`config.mk`:
```
export PLATFORM = sky130hd
export DESIGN_NAME = dpsc_ctrl
export DESIGN_NICKNAME = d
export VERILOG_FILES = /design/src/rtl/dpsc_pkg.sv /design/src/rtl/dpsc_ctrl.sv
export SDC_FILE = /design/constraint.sdc
export NUM_CORES = 1
export LEC_CHECK = 0
export ABC_AREA = 1
export ABC_CLOCK_PERIOD_IN_PS = 1700
export BUFFER_PORTS_ARGS = -buffer_cell sky130_fd_sc_hd__buf_2
export CAP_MARGIN = 20
export CORE_ASPECT_RATIO = 1.25
export CORE_MARGIN = 3
export CORE_UTILIZATION = 45
export CTS_CLUSTER_DIAMETER = 50
export DETAILED_ROUTE_END_ITERATION = 16
export PLACE_DENSITY_LB_ADDON = 0.2
export SLEW_MARGIN = 20
export SYNTH_ARGS = -nofsm -noshare
export SYNTH_HDL_FRONTEND = slang
export SYNTH_SLANG_ARGS = --single-unit
export TNS_END_PERCENT = 100
```
`constraint.sdc`:
```
create_clock -name clk_i -period 1.7 [get_ports clk_i]
set_input_delay 0.085 -clock clk_i [delete_from_list [all_inputs] [get_ports clk_i]]
set_output_delay 0.085 -clock clk_i [all_outputs]
set_load 0.02 [all_outputs]
```
`src/rtl/dpsc_pkg.sv`:
```
/*
 * Package for the dual-port RAM port controller: pin timing counts,
 * control and status field layout, register map, sequencer state codes.
 * Assumes a 250 MHz system clock.
 */
package dpsc_pkg;
	localparam int unsigned CLK_PERIOD_PS = 4000;
	// gap after semaphore write before readback, ns
	localparam int unsigned SEM_WRITE_IDLE_GAP_NS = 15;
	localparam int unsigned SEM_GAP_CYC =
		(SEM_WRITE_IDLE_GAP_NS * 1000 + CLK_PERIOD_PS - 1) / CLK_PERIOD_PS;
	// busy settle after enable or address match, ns
	localparam int unsigned BUSY_SETTLE_NS = 45;
	localparam int unsigned BUSY_SETTLE_CYC =
		(BUSY_SETTLE_NS * 1000 + CLK_PERIOD_PS - 1) / CLK_PERIOD_PS;
	// access time of a cycle on the pins, ns
	localparam int unsigned ACCESS_NS = 55;
	localparam int unsigned ACCESS_CYC =
		(ACCESS_NS * 1000 + CLK_PERIOD_PS - 1) / CLK_PERIOD_PS;
	localparam int unsigned CNT_W = 8;
	// register offsets
	localparam logic [3:0] REG_CTRL   = 4'h0;
	localparam logic [3:0] REG_ADDR   = 4'h4;
	localparam logic [3:0] REG_WDATA  = 4'h8;
	localparam logic [3:0] REG_STATUS = 4'hc;
	// control fields
	localparam int unsigned CTRL_GO   = 0;
	localparam int unsigned CTRL_WR   = 1;
	localparam int unsigned CTRL_SEM  = 2;
	localparam int unsigned CTRL_CLAIM = 3;
	localparam int unsigned CTRL_UB   = 4;
	localparam int unsigned CTRL_LB   = 5;
	// status fields
	localparam int unsigned ST_BUSY  = 0;
	localparam int unsigned ST_OWN   = 1;
	localparam int unsigned ST_MBOX  = 2;
	localparam int unsigned ST_BUSYP = 3;
	localparam int unsigned ST_RDATA = 16;
	typedef enum logic [2:0] {
		ST_IDLE   = 3'b000,
		ST_SETUP  = 3'b001,
		ST_STROBE = 3'b011,
		ST_GAP    = 3'b010,
		ST_VERIFY = 3'b110
	} dpsc_state_t;
endpackage : dpsc_pkg

```
`src/rtl/dpsc_ctrl.sv`:
```
/*
 * Controller that drives one port of a two-port static RAM with
 * semaphores, mailbox flag and busy line. Software reaches it over a
 * classic Wishbone slave. Assumes the RAM pins are synchronous to clk_i.
 */
// Notes on behaviour
// - system wires master busy output to every slave busy input.
// - controller waits for busy to settle before writing a slave.
// - claim by writing zero then reading back; zero means owned.
// - release select or output enable for idle gap before readback.
// - semaphore access only with semaphore select low, chip enable high.
`timescale 1ns/1ps
module dpsc_ctrl #(
	parameter int unsigned ADDR_W = 13,
	parameter int unsigned DATA_W = 16
) (
	// system
	input  wire logic              clk_i,
	input  wire logic              rst_i,
	// wishbone slave
	input  wire logic              wb_cyc_i,
	input  wire logic              wb_stb_i,
	input  wire logic              wb_we_i,
	input  wire logic [3:0]        wb_adr_i,
	input  wire logic [3:0]        wb_sel_i,
	input  wire logic [31:0]       wb_dat_i,
	output logic      [31:0]       wb_dat_o,
	output logic                   wb_ack_o,
	// ram port pins
	output logic                   chip_enable_n_o,
	output logic                   read_write_o,
	output logic                   output_enable_n_o,
	output logic                   semaphore_select_n_o,
	output logic                   upper_byte_select_n_o,
	output logic                   lower_byte_select_n_o,
	output logic      [ADDR_W-1:0] addr_o,
	output logic      [DATA_W-1:0] data_o,
	output logic                   data_oe_o,
	input  wire logic [DATA_W-1:0] data_i,
	input  wire logic              busy_n_i,
	input  wire logic              mailbox_flag_n_i
);
	// =====================================================================
	// registers
	logic [5:0]         ctrl_r;
	logic [ADDR_W-1:0]  addr_r;
	logic [DATA_W-1:0]  wdata_r;
	logic [DATA_W-1:0]  rdata_r;
	logic               own_r;
	logic               go_r;
	dpsc_pkg::dpsc_state_t state_r;
	logic [dpsc_pkg::CNT_W-1:0] cnt_r;
	logic               sem_op;

	assign sem_op = ctrl_r[dpsc_pkg::CTRL_SEM];

	// =====================================================================
	// wishbone slave, one wait cycle, ack dropped after one cycle
	always_ff @(posedge clk_i) begin
		if (rst_i) begin
			wb_ack_o <= 1'b0;
			wb_dat_o <= 32'h0;
			ctrl_r   <= 6'h30;
			addr_r   <= '0;
			wdata_r  <= '0;
			go_r     <= 1'b0;
		end else begin
			go_r     <= 1'b0;
			wb_ack_o <= wb_cyc_i && wb_stb_i && !wb_ack_o;
			if (wb_cyc_i && wb_stb_i && !wb_ack_o) begin
				wb_dat_o <= 32'h0;
				if (wb_we_i && wb_sel_i[0]) begin
					case (wb_adr_i)
					dpsc_pkg::REG_CTRL: begin
						ctrl_r <= wb_dat_i[5:0];
						go_r   <= wb_dat_i[dpsc_pkg::CTRL_GO]
							&& state_r == dpsc_pkg::ST_IDLE;
					end
					dpsc_pkg::REG_ADDR:  addr_r  <= wb_dat_i[ADDR_W-1:0];
					dpsc_pkg::REG_WDATA: wdata_r <= wb_dat_i[DATA_W-1:0];
					default: ;
					endcase
				end else if (!wb_we_i) begin
					case (wb_adr_i)
					dpsc_pkg::REG_CTRL:
						wb_dat_o <= {26'h0, ctrl_r};
					dpsc_pkg::REG_ADDR:
						wb_dat_o <= {{(32-ADDR_W){1'b0}}, addr_r};
					dpsc_pkg::REG_WDATA:
						wb_dat_o <= {{(32-DATA_W){1'b0}}, wdata_r};
					// busy pin follows the master device
					dpsc_pkg::REG_STATUS:
						wb_dat_o <= {rdata_r[15:0], 12'h0,
							!busy_n_i, !mailbox_flag_n_i, own_r,
							state_r != dpsc_pkg::ST_IDLE};
					default: wb_dat_o <= 32'h0;
					endcase
				end
			end
		end
	end

	// =====================================================================
	// pin sequencer
	always_ff @(posedge clk_i) begin
		if (rst_i) begin
			state_r               <= dpsc_pkg::ST_IDLE;
			cnt_r                 <= '0;
			chip_enable_n_o       <= 1'b1;
			read_write_o          <= 1'b1;
			output_enable_n_o     <= 1'b1;
			semaphore_select_n_o  <= 1'b1;
			upper_byte_select_n_o <= 1'b1;
			lower_byte_select_n_o <= 1'b1;
			addr_o                <= '0;
			data_o                <= '0;
			data_oe_o             <= 1'b0;
			rdata_r               <= '0;
			own_r                 <= 1'b0;
		end else begin
			case (state_r)
			dpsc_pkg::ST_IDLE: begin
				if (go_r) begin
					addr_o <= addr_r;
					data_o <= sem_op ? {{(DATA_W-1){1'b0}},
						!ctrl_r[dpsc_pkg::CTRL_CLAIM]} : wdata_r;
					upper_byte_select_n_o <= sem_op ||
						!ctrl_r[dpsc_pkg::CTRL_UB];
					lower_byte_select_n_o <= sem_op ||
						!ctrl_r[dpsc_pkg::CTRL_LB];
					cnt_r <= '0;
					state_r <= dpsc_pkg::ST_SETUP;
				end
			end
			dpsc_pkg::ST_SETUP: begin
				// chip enable stays high during semaphore
				chip_enable_n_o      <= sem_op;
				semaphore_select_n_o <= !sem_op;
				cnt_r <= cnt_r + 1'b1;
				// let busy settle before a write strobe
				if (cnt_r >= dpsc_pkg::BUSY_SETTLE_CYC[dpsc_pkg::CNT_W-1:0])
				begin
					cnt_r     <= '0;
					data_oe_o <= ctrl_r[dpsc_pkg::CTRL_WR];
					// write cycle opens only once busy settled
					read_write_o <= !ctrl_r[dpsc_pkg::CTRL_WR];
					output_enable_n_o <= ctrl_r[dpsc_pkg::CTRL_WR];
					state_r   <= dpsc_pkg::ST_STROBE;
				end
			end
			dpsc_pkg::ST_STROBE: begin
				cnt_r <= cnt_r + 1'b1;
				if (cnt_r >= dpsc_pkg::ACCESS_CYC[dpsc_pkg::CNT_W-1:0]) begin
					cnt_r <= '0;
					if (!ctrl_r[dpsc_pkg::CTRL_WR]) begin
						rdata_r <= data_i;
						own_r <= sem_op ? !data_i[0] : own_r;
					end
					chip_enable_n_o      <= 1'b1;
					semaphore_select_n_o <= 1'b1;
					output_enable_n_o    <= 1'b1;
					read_write_o         <= 1'b1;
					data_oe_o            <= 1'b0;
					// semaphore write is followed by readback
					state_r <= (sem_op && ctrl_r[dpsc_pkg::CTRL_WR])
						? dpsc_pkg::ST_GAP : dpsc_pkg::ST_IDLE;
				end
			end
			dpsc_pkg::ST_GAP: begin
				cnt_r <= cnt_r + 1'b1;
				if (cnt_r >= dpsc_pkg::SEM_GAP_CYC[dpsc_pkg::CNT_W-1:0]) begin
					cnt_r <= '0;
					semaphore_select_n_o <= 1'b0;
					output_enable_n_o    <= 1'b0;
					state_r <= dpsc_pkg::ST_VERIFY;
				end
			end
			dpsc_pkg::ST_VERIFY: begin
				cnt_r <= cnt_r + 1'b1;
				if (cnt_r >= dpsc_pkg::ACCESS_CYC[dpsc_pkg::CNT_W-1:0]) begin
					// zero read back means token owned
					rdata_r <= data_i;
					own_r   <= !data_i[0];
					semaphore_select_n_o <= 1'b1;
					output_enable_n_o    <= 1'b1;
					state_r <= dpsc_pkg::ST_IDLE;
				end
			end
			default: state_r <= dpsc_pkg::ST_IDLE;
			endcase
		end
	end
endmodule : dpsc_ctrl

```
[Yosys cells after proc, flatten, opt, wreduce, memory -nomap -nowiden]
Index checks and enable logic that the tools add are counted.
Storage, ports and cells
  bits in registers: 133
  output and inout bits: 69
Cells by class
  $add $sub $neg: 1
  order comparisons: 3
  equality and inequality tests: 15
  multiplexer cells: 35
  bitwise gates (word level): 3
  reductions and logical operators: 37
Operators with widths (number)
  32-bit case mux with 4 select lines: 1
  16-bit two-way mux: 4
  32-bit two-way mux: 2
  8-bit case mux with 5 select lines: 1
  8-bit two-way mux: 4
  16-bit case mux with 2 select lines: 1
  8-bit by 4-bit >= comparator with 1-bit output, second input constant: 2
  3-bit two-way mux: 5
  3-bit case mux with 5 select lines: 1
  3-bit AND reduction: 5
  2-bit != test, second input constant: 7
  5-bit AND reduction: 2
  1-bit zero test: 9
  1-bit two-way mux: 9
  8-bit by 1-bit adder with 8-bit output, second input constant: 1
  4-bit equality test, second input constant: 2
  8-bit by 3-bit >= comparator with 1-bit output, second input constant: 1
  1-bit case mux with 2 select lines: 4
  4-bit AND reduction: 2
  3-bit by 2-bit equality test with 1-bit output, second input constant: 2
  1-bit case mux with 3 select lines: 2
  2-bit AND reduction: 3
  3-bit nonzero test: 2
  1-bit logical AND: 5
  13 further kinds: 17

[Longest topological paths before layout]
Gate-level depths: netlist of the first run.
  depth after elaboration: 5
  mapped depth: 10
  mapped depth without buffers: 10

[Worst setup path before layout of the first run]
OpenSTA, ideal clock, no wires.
  path kind: reg-to-reg
  from: register state_r[1]
  to: register addr_o[10]
  library setup time: 116 ps
  arrival time: 1221 ps
  required time: 1584 ps
  slack: 363 ps
  cell stages (with the launch flop): 9
  period minus slack after synthesis: 1337 ps
  cells stage by stage: dfxtp_1 nor2_2 nand2_1 nor2_4 inv_2 buf_4 buf_2 nor2_1 nor2_1
Between the ends
  longest elaborated chain between the ends: 2
Ends and longest elaborated chain
  from (decl): line dpsc_ctrl.sv:51  | dpsc_pkg::dpsc_state_t state_r;
  from (signal assigned): line dpsc_ctrl.sv:107  | state_r <= dpsc_pkg::ST_IDLE;
  from (signal assigned): line dpsc_ctrl.sv:132  | state_r <= dpsc_pkg::ST_SETUP;
  from (signal assigned): line dpsc_ctrl.sv:148  | state_r <= dpsc_pkg::ST_STROBE;
  3-bit zero test: line dpsc_ctrl.sv:121  | case (state_r)
  2-bit AND reduction (no line)
  to (signal assigned): line dpsc_ctrl.sv:124  | addr_o <= addr_r;
  to (decl): line dpsc_ctrl.sv:36  | output logic [ADDR_W-1:0] addr_o,
No other way between the ends.
A chain may end at the register's enable or synchronous reset.

[Worst setup path in the final report of the first run]
  from: register wb_ack_o
  to: register wdata_r[6]
Between the ends
  longest elaborated chain between the ends: 3
Ends and longest elaborated chain
  from (decl): line dpsc_ctrl.sv:28  | output logic wb_ack_o,
  from (signal assigned): line dpsc_ctrl.sv:69  | wb_ack_o <= wb_cyc_i && wb_stb_i && !wb_ack_o;
  1-bit zero test: line dpsc_ctrl.sv:70  | if (wb_cyc_i && wb_stb_i && !wb_ack_o) begin
  1-bit logical AND: line dpsc_ctrl.sv:70
  3-bit AND reduction (no line)
  to (signal assigned): line dpsc_ctrl.sv:80  | dpsc_pkg::REG_WDATA: wdata_r <= wb_dat_i[DATA_W-1:0];
  to (decl): line dpsc_ctrl.sv:47  | logic [DATA_W-1:0] wdata_r;
No other way between the ends.

==> results.sh, run 1 <==
export IMPL_avgSynthCellArea_um2=7.44
export IMPL_finClkSkew_ns=0.00556
export IMPL_hold_depth=4
export IMPL_tightestPinTransition_ns=0.702
export IMPL_cp_startpoint="wb_ack_o$_SDFF_PP0_"
export IMPL_syn_inst=717
export IMPL_totalWireLength_um=14900
export IMPL_synth_seq_cells=133
export IMPL_cts_made_buffers=17
export IMPL_path_cells="nor2_1, nand3_2, nor2_4, clkinvlp_4, o21ai_0, a21oi_1"
export IMPL_cp_arrival_ns=1.89
export IMPL_max_cap_violations=0
export IMPL_netlist_area_um2=5330
export IMPL_antenna_found_initial=2
export IMPL_slowest_delay_ns=0.31
export IMPL_crit_path_top_delay_cell="dfxtp_1"
export IMPL_finalSetupViolations=0
export IMPL_antenna_left=0
export IMPL_most_common_layout_cells="dfxtp_1, nand2_1, buf_2"
export IMPL_clock_fmax_ghz=0.624
export IMPL_wl_per_cell_um=14.4
export IMPL_viasPerCell=5.11
export IMPL_nets=927
export IMPL_drc=0
export IMPL_hold_path_endpoint="wb_dat_o[3]$_SDFFE_PP0P_"
export IMPL_r2r_end="wdata_r[6]$_SDFFE_PP0P_"
export IMPL_gr_total_overflow=0
export IMPL_yosys_warnings=0
export IMPL_powerDensity_nw_per_um2=1150
export IMPL_period_minus_slack_ns=1.60
export IMPL_setup_slack_ns=0.0970
export IMPL_rows=43
export IMPL_finalCritPeriodShare_pct=94.3
export IMPL_drive_gt1_share_pct=21.4
export IMPL_r2r_cells=6
export IMPL_grt_start_max_net_pins=66
export IMPL_slew_violations=0
export IMPL_cts_root_buf="clkbuf_16"
export IMPL_reg2reg_slack_ns=0.1
export IMPL_synth_area_leaders="dfxtp_1, nand2_1, nor2_1, o21ai_0, a21oi_1"
export IMPL_dieArea_um2=13200
export IMPL_leakagePower_nw=3.12
export IMPL_synth_seq_area_share_pct=49.9
export IMPL_place_hpwl_um=10200
export IMPL_drt_first_pass_iters=5
export IMPL_fp_dieW_um=103
export IMPL_clk_pin_slew_ns=0.06
export IMPL_globalRouteTotalUtil_pct=23.4
export IMPL_r2r_start="wb_ack_o$_SDFF_PP0_"
export IMPL_vdd_ir_drop_worst_uv=781
export IMPL_crit_type="flop to flop"
export IMPL_min_delay_start="busy_n_i"
export IMPL_final_common_cell="dfxtp_1"
export IMPL_clock_sinks=133
export IMPL_hp_class="input pin to flop"
export IMPL_synth_cell_types=29
export IMPL_cp_max_fo=10
export IMPL_final_util_pct=62.6
export IMPL_syn_nets=782
export IMPL_critPathLaunchType="flop"
export IMPL_grt_pass1_vias=5102
export IMPL_core_area_um2=11400
export IMPL_drtIter0Drc=341
export IMPL_pin_count=132
export IMPL_clk_insertion_delay_late_ns=0.41
export IMPL_max_slew_margin_pct=53.1
export IMPL_chipHeight_um=128
export IMPL_portBuffers=112
export IMPL_clockBufferDepth=2
export IMPL_htree_num_levels=4
export IMPL_grt_pass1_wl_um=24400
export IMPL_crit_required_ns=1.99
export IMPL_start_util_pct=47.0
export IMPL_via_count=5282
export IMPL_hold_viol_final=0
export IMPL_end_kind="flop"
export IMPL_gp_congestion=0.875
export IMPL_yosys_area_top_type="dfxtp_1"
export IMPL_synth_top_area_share_pct=49.9
export IMPL_dp_slack_ns=0.188
export IMPL_cts_tree="built"
export IMPL_cts_setup_buffers=0
export IMPL_area_growth_pct=33.3
export IMPL_status="finished, final reports clean"
[sequential cells by signal, indices dropped and copies added, names as in the netlist]
register and flops:
wb_ack_o 1, lower_byte_select_n_o 1, cnt_r 8, own_r 1, chip_enable_n_o 1, wb_dat_o 32, wdata_r 16, state_r 3
data_o 16, upper_byte_select_n_o 1, semaphore_select_n_o 1, go_r 1, data_oe_o 1, rdata_r 16, output_enable_n_o 1, read_write_o 1
addr_r 13, addr_o 13, ctrl_r 6
[repair_timing]
item,4_1_cts,5_1_grt
resized for setup,0,6
endpoints found under the setup margin,0,7
hold buffers,33,0
endpoints found under the hold margin,51,0
[synthesized netlist by cell type]
cell type  instances
dfxtp_1          133
nand2_1          122
nor2_1            97
o21ai_0           70
a21oi_1           69
nand3_1           59
inv_1             56
clkbuf_1          20
o21ai_1           17
o31ai_1           16
buf_2             14
inv_2              9
nand4_1            6
o211ai_1           4
buf_4              3
nand3_2            3
nor3_1             3
ha_1               2
nand2_2            2
nor2_2             2
nor2_4             2
a211o_1            1
buf_1              1
clkinv_1           1
nand3b_1           1
nor3_2             1
o21bai_1           1
o22ai_1            1
xor2_1             1
[metrics by stage]
step | area [µm²] | hold slack (ns) | total power, mW | TNS [ns] | cells
2_1_floorplan | 5330 | 0.198 | 3.91 | 0 | 717
3_3_place_gp | 6090 | 0.314 | 4.14 | 0 | 966
3_5_place_dp | 6090 | 0.316 | 4.16 | 0 | 966
4_1_cts | 7080 | 0.0789 | 8.20 | 0 | 1031
5_1_grt | 7110 | 0.172 | 8.49 | -0.00321 | 1034
6_report | 7110 | 0.0899 | 8.17 | 0 | 1034
[cell type report]
type / instances / area [µm²]
diodes: 2 / 5.00
clock buffers: 19 / 453
clock inverters: 13 / 204
fillers: 1043 / 4240
inverters: 66 / 251
multi-input cells: 480 / 2260
flip-flops and latches: 133 / 2660
well taps: 157 / 196
repair buffers: 163 / 1060
repair inverters: 1 / 7.51
[power by group]
| part | internal [mW] | switching, mW | total [mW] |
|---|---|---|---|
| logic | 0.323 | 0.591 | 0.914 |
| registers | 3.19 | 0.0612 | 3.25 |
| clock network | 2.67 | 1.33 | 4.01 |
| total | 6.18 | 1.99 | 8.17 |
[kinds of logic (layout without fill, tap and decap cells)]
group	Yosys count	after routing	share of synthesized area, %
AOI/OAI and AO/OA	179	179	17.9
DFF	133	133	49.9
adders and majority gates	2	2	0.469
other	0	2	0
xor gates and xnor gates	1	1	0.164
buffers and inverters	104	262	7.86
and+or+nand+nor	298	298	23.7
[worst max-delay path, delay by kind of cell (launching register included)]
kind	cells	cell delay, ns
buffers and inverters	1	0.26
AND/OR/NAND/NOR	3	0.56
AO/OA/AOI/OAI	2	0.36
flip-flops	1	0.31
[layer usage]
metal  part of all wire [%]  track usage (%)
met1                     43             29.0
met3                    5.3             6.64
met5                      0                0
met4                    2.5             7.55
met2                     49             38.9
[how the worst max path moves through the flow]
| stage | end | slack, ns | depth (start not counted) |
|---|---|---|---|
| floorplan | addr_o[10]$_SDFFE_PP0P_ | 0.36 | 8 |
| global placement | wdata_r[8]$_SDFFE_PP0P_ | 0.24 | 6 |
| detailed placement | wdata_r[9]$_SDFFE_PP0P_ | 0.19 | 6 |
| CTS | wdata_r[6]$_SDFFE_PP0P_ | 0.11 | 6 |
| global route | wdata_r[6]$_SDFFE_PP0P_ | -0.003 | 6 |
| finish | wdata_r[6]$_SDFFE_PP0P_ | 0.1 | 6 |
Note: power is estimated with default switching activity, not from simulation.
==> inputs of run 2 (changes only) <==
Settings changed: CAP_MARGIN 20 to not set, CORE_UTILIZATION 45 to 50.
==> results.sh, run 2 (synthesis gave the netlist of run 1 again) <==
export IMPL_status="finished, final reports clean"
export IMPL_dieArea_um2=12000
export IMPL_totalWireLength_um=14900
export IMPL_via_count=5328
export IMPL_slowest_delay_ns=0.31
export IMPL_clock_sinks=133
export IMPL_use_met1_pct=32.1
export IMPL_antenna_found_initial=0
export IMPL_clock_fmax_ghz=0.645
export IMPL_viasPerCell=5.28
export IMPL_cts_root_buf="clkbuf_16"
export IMPL_hold_viol_final=0
export IMPL_drc=0
export IMPL_place_hpwl_um=10000
export IMPL_rows=41
export IMPL_grt_pass1_wl_um=24200
export IMPL_cp_max_fo=5
export IMPL_most_common_layout_cells="dfxtp_1, nand2_1, buf_2"
export IMPL_globalRouteTotalUtil_pct=25.0
export IMPL_htree_num_levels=4
export IMPL_drtIter0Drc=381
export IMPL_met2_usage_pct=41.2
export IMPL_regMostFlops="wb_dat_o"
export IMPL_setup_slack_ns=0.149
export IMPL_max_slew_margin_pct=59.1
export IMPL_clk_insertion_delay_late_ns=0.41
export IMPL_area_growth_pct=32.5
export IMPL_powerDensity_nw_per_um2=1130
export IMPL_vdd_ir_drop_worst_uv=746
export IMPL_end_kind="flop"
export IMPL_reg2reg_slack_ns=0.15
export IMPL_cp_arrival_ns=1.84
export IMPL_dp_slack_ns=0.122
export IMPL_finalCritPeriodShare_pct=91.2
export IMPL_cts_tree="built"
export IMPL_start_util_pct=52.0
export IMPL_slew_violations=0
export IMPL_finClkSkew_ns=0.00729
export IMPL_tns_ns=0
export IMPL_cts_made_buffers=17
export IMPL_drive_gt1_share_pct=22.4
export IMPL_n_antenna_cell=0
export IMPL_pin_count=132
export IMPL_gr_total_overflow=0
export IMPL_crit_path_top_delay_cell="dfxtp_1"
export IMPL_portBuffers=112
export IMPL_largest_register_ffs=32
export IMPL_grt_start_max_net_pins=50
export IMPL_crit_type="flop to flop"
export IMPL_path_cells="nor2_2, nand3_2, nor2_4, clkinvlp_4, o21ai_0, a21oi_1"
export IMPL_hp_class="input pin to flop"
export IMPL_critPathBufInv=1
export IMPL_drt_first_pass_iters=6
export IMPL_cp_top_family="simple AND/OR/NAND/NOR gates"
export IMPL_p_total_mw=7.97
export IMPL_gr_usage_met3_pct=6.96
export IMPL_leakagePower_nw=3.11
export IMPL_nets=932
export IMPL_clockBufferDepth=2
export IMPL_rsz0062_at_grt="no"
export IMPL_chipHeight_um=121
export IMPL_tightestPinTransition_ns=0.613
export IMPL_core_area_um2=10300
export IMPL_grt_pass1_vias=5116
export IMPL_gr_max_usage_layer="met2"
export IMPL_clk_pin_slew_ns=0.06
export IMPL_fp_dieW_um=98.4
export IMPL_antenna_left=0
export IMPL_max_cap_violations=0
export IMPL_critPathLaunchType="flop"
export IMPL_finalSetupViolations=0
export IMPL_wl_per_cell_um=14.8
export IMPL_crit_required_ns=1.99
export IMPL_gp_congestion=0.889
export IMPL_period_minus_slack_ns=1.55
export IMPL_final_common_cell="dfxtp_1"
-- run 2: changes by cell type in the layout (fill, tap and decap cells not counted), moves of 2 or more --
cell / previous run / this run
nor2_2: 2 / 5
clkinvlp_4: 6 / 8
buf_4: 15 / 21
diode_2: 2 / 0
bufinv_16: 5 / 3
nor2_1: 96 / 93
-- run 2: final cells by class --
class,instances,area [µm²]
clock inverter,12,153
clock buffer,20,467
fill,869,3190
multi-input combinational,480,2270
tap,129,161
sequential,133,2660
timing repair buffer,167,1080
inverter,66,255
timing repair inverter,2,15.0
-- run 2: through the flow --
stage	cells	hold slack [ns]	cell area, µm²	util [%]
floorplan	717	0.198	5330	-
global placement	940	0.318	6060	59.1
detailed placement	940	0.322	6060	59.1
CTS	1004	0.0251	7000	68.2
global route	1009	0.0668	7070	68.9
finish	1009	0.0271	7070	68.9
-- run 2: worst paths after layout --
| kind | start | end | depth (start not counted) |
|---|---|---|---|
| worst max-delay path | wb_ack_o$_SDFF_PP0_ | wdata_r[6]$_SDFFE_PP0P_ | 6 |
| worst min-delay path | rst_i | state_r[1]$_SDFFE_PP0P_ | 4 |
| worst min register to register | rdata_r[13]$_SDFFE_PP0P_ | rdata_r[13]$_SDFFE_PP0P_ | 2 |
| worst max register to register | wb_ack_o$_SDFF_PP0_ | wdata_r[6]$_SDFFE_PP0P_ | 6 |
-- run 2: what timing repair did --
item / 4_1_cts / 5_1_grt
setup buffers: 0 / 3
hold endpoints to repair: 48 / 0
setup endpoints to repair: 0 / 8
hold buffers: 32 / 0
resized for setup: 0 / 11
-- run 2: report_power, final --
part / switching (mW) / total (mW) / leakage (nW) / internal (mW)
Clock: 1.37 / 3.79 / 0.294 / 2.42
Sequential: 0.0631 / 3.25 / 1.07 / 3.19
Combinational: 0.599 / 0.926 / 1.75 / 0.326
-- run 2: layer usage --
| layer | vias up | share of wire (%) |
|---|---|---|
| met4 | 0 | 1.2 |
| met3 | 18 | 7.8 |
| met5 | - | 0 |
| li1 | 2672 | - |
| met2 | 183 | 47 |
| met1 | 2455 | 44 |
-- run 2: worst register-to-register path: stages (launching register included) --
cell and delay [ns]:
dfxtp_1 0.31, nor2_2 0.16, nand3_2 0.15, nor2_4 0.28
clkinvlp_4 0.24, o21ai_0 0.22, a21oi_1 0.07
==> inputs of run 3 (changes only) <==
Settings changed: ABC_AREA 1 to not set.
==> results.sh, run 3 <==
export IMPL_status="finished, violations left"
export IMPL_violations="negative setup slack"
export IMPL_drtIter0Drc=174
export IMPL_grt_start_max_net_pins=69
export IMPL_slew_violations=0
export IMPL_wl_per_cell_um=15.6
export IMPL_drt_first_pass_iters=7
export IMPL_synth_top_area_share_pct=49.9
export IMPL_dieArea_um2=12000
export IMPL_period_minus_slack_ns=1.73
export IMPL_antenna_found_initial=0
export IMPL_n_antenna_cell=0
export IMPL_totalWireLength_um=13600
export IMPL_drc=0
export IMPL_regMostFlops="wb_dat_o"
export IMPL_critPathLaunchType="flop"
export IMPL_hp_class="input pin to flop"
export IMPL_grt_pass1_vias=4803
export IMPL_antenna_left=0
export IMPL_leakagePower_nw=3.37
export IMPL_clock_sinks=133
export IMPL_vdd_ir_drop_worst_uv=641
export IMPL_place_hpwl_um=9370
export IMPL_core_area_um2=10300
export IMPL_avgSynthCellArea_um2=9.30
export IMPL_start_util_pct=52.0
export IMPL_gr_total_overflow=0
export IMPL_rows=41
export IMPL_placed_cell_area_um2=6200
export IMPL_setup_slack_ns=-0.0253
export IMPL_synth_area_leaders="dfxtp_1, mux2i_1, nor2_1, a21oi_1, nand2_1"
export IMPL_finalCritPeriodShare_pct=101
export IMPL_multiInputGateArea_um2=2490
export IMPL_cts_made_buffers=17
export IMPL_max_slew_margin_pct=61.1
export IMPL_via_count=4689
export IMPL_nets=798
export IMPL_synth_seq_cells=133
export IMPL_synth_common_cells="dfxtp_1, nor2_1, nand2_1, mux2i_1, a21oi_1"
export IMPL_clk_pin_slew_ns=0.06
export IMPL_viasPerCell=5.37
export IMPL_largest_register_ffs=32
export IMPL_htree_num_levels=4
export IMPL_rsz0062_at_grt="yes"
export IMPL_cts_setup_buffers=0
export IMPL_yosysMostFrequentCell="dfxtp_1"
export IMPL_gp_congestion=0.830
export IMPL_hold_viol_final=0
export IMPL_fp_dieW_um=98.4
export IMPL_seq_area_um2=2670
export IMPL_yosys_warnings=0
export IMPL_chipHeight_um=122
export IMPL_cts_root_buf="clkbuf_16"
export IMPL_crit_required_ns=1.99
export IMPL_area_growth_pct=33.7
export IMPL_crit_type="flop to flop"
export IMPL_cp_arrival_ns=2.01
export IMPL_synth_top_flop_cell="dfxtp_1"
export IMPL_tightestPinTransition_ns=0.575
export IMPL_fillers=837
export IMPL_yosys_area_top_type="dfxtp_1"
export IMPL_clockBufferDepth=2
export IMPL_syn_inst=574
export IMPL_cp_max_fo=17
export IMPL_powerDensity_nw_per_um2=987
export IMPL_drive_gt1_share_pct=26.9
export IMPL_final_common_cell="dfxtp_1"
export IMPL_finalSetupViolations=2
export IMPL_synth_cell_types=52
export IMPL_end_kind="flop"
export IMPL_pin_count=132
export IMPL_portBuffers=112
export IMPL_synth_edff_count=0
export IMPL_async_flop_share_pct=0
export IMPL_fin_area_um2=7140
export IMPL_netlist_area_um2=5340
export IMPL_min_delay_start="data_i[0]"
export IMPL_clock_fmax_ghz=0.580
export IMPL_grt_pass1_wl_um=22400
export IMPL_cts_tree="built"
export IMPL_synth_seq_area_share_pct=49.9
export IMPL_most_common_layout_cells="dfxtp_1, buf_2, nor2_1"
export IMPL_clk_insertion_delay_late_ns=0.41
export IMPL_finClkSkew_ns=0.0118
export IMPL_r2r_start="cnt_r[4]$_SDFFE_PP0P_"
export IMPL_globalRouteTotalUtil_pct=23.4
export IMPL_hold_ws_ns=0.0296
export IMPL_syn_nets=639
export IMPL_cp_startpoint="cnt_r[4]$_SDFFE_PP0P_"
export IMPL_max_cap_violations=0
==> run 3: timing repair <==
item | in CTS | in global routing
hold endpoints to repair | 48 | 0
gates resized for setup | 1 | 7
setup endpoints to repair | 8 | 32
hold buffers | 31 | 0
==> run 3: path summary, 6_finish.rpt <==
kind / endpoint / slack, ns / cells after the start
setup / recovery: rdata_r[1]$_SDFFE_PP0P_ / -0.03 / 5
hold / removal: own_r$_SDFFE_PP0P_ / 0.03 / 4
setup reg to reg: rdata_r[1]$_SDFFE_PP0P_ / -0.03 / 5
hold reg to reg: data_o[4]$_SDFFE_PP0P_ / 0.45 / 2
==> run 3: metal layers <==
layer / track usage, % / vias up / share of wire [%]
met5: 0 / - / 0
met4: 10.6 / 0 / 2.7
met3: 6.30 / 28 / 5.1
met2: 42.3 / 122 / 52
met1: 25.4 / 2235 / 41
li1: - / 2304 / -
==> run 3: worst max-delay path: stages, from the launching register on <==
cell      delay, ns
dfxtp_2        0.33
or4_4          0.55
o221ai_4       0.22
buf_12         0.20
mux2i_1        0.23
nor2_1         0.07
==> run 3: cells by family after synthesis <==
group           count (synthesis)  share of synthesized area (%)
flops                         133                           49.9
compound gates                114                           13.8
buf+inv                        47                           4.19
fa+ha+maj                       2                          0.469
simple gates                  217                           19.6
mux                            57                           11.4
xor+xnor                        4                          0.656
==> run 3: final cells by class <==
| type | instances | area share, % |
|---|---|---|
| sequential | 133 | 37.4 |
| multi-input combinational | 394 | 34.9 |
| timing repair buffer | 179 | 16.7 |
| clock buffer | 18 | 6.15 |
| tap | 129 | 2.26 |
| clock inverter | 12 | 2.17 |
| inverter | 8 | 0.421 |
==> run 3: through the flow <==
step	setup TNS [ns]	util, %	total power, mW	std cells	setup slack [ns]
6_report	-0.0266	69.6	7.05	873	-0.0253
5_1_grt	-0.667	69.6	7.24	873	-0.0844
4_1_cts	-0.122	69.4	7.09	873	-0.0560
3_5_place_dp	-0.0248	60.4	3.40	812	-0.0193
3_3_place_gp	0	60.4	3.39	812	0.0240
2_1_floorplan	-0.430	-	3.29	574	-0.0430
==> run 3: report_power, final <==
group / total [mW] / switching, mW / internal, mW
Clock: 3.66 / 1.33 / 2.33
Combinational: 0.264 / 0.139 / 0.124
Sequential: 3.12 / 0.00265 / 3.12
Total: 7.05 / 1.47 / 5.57
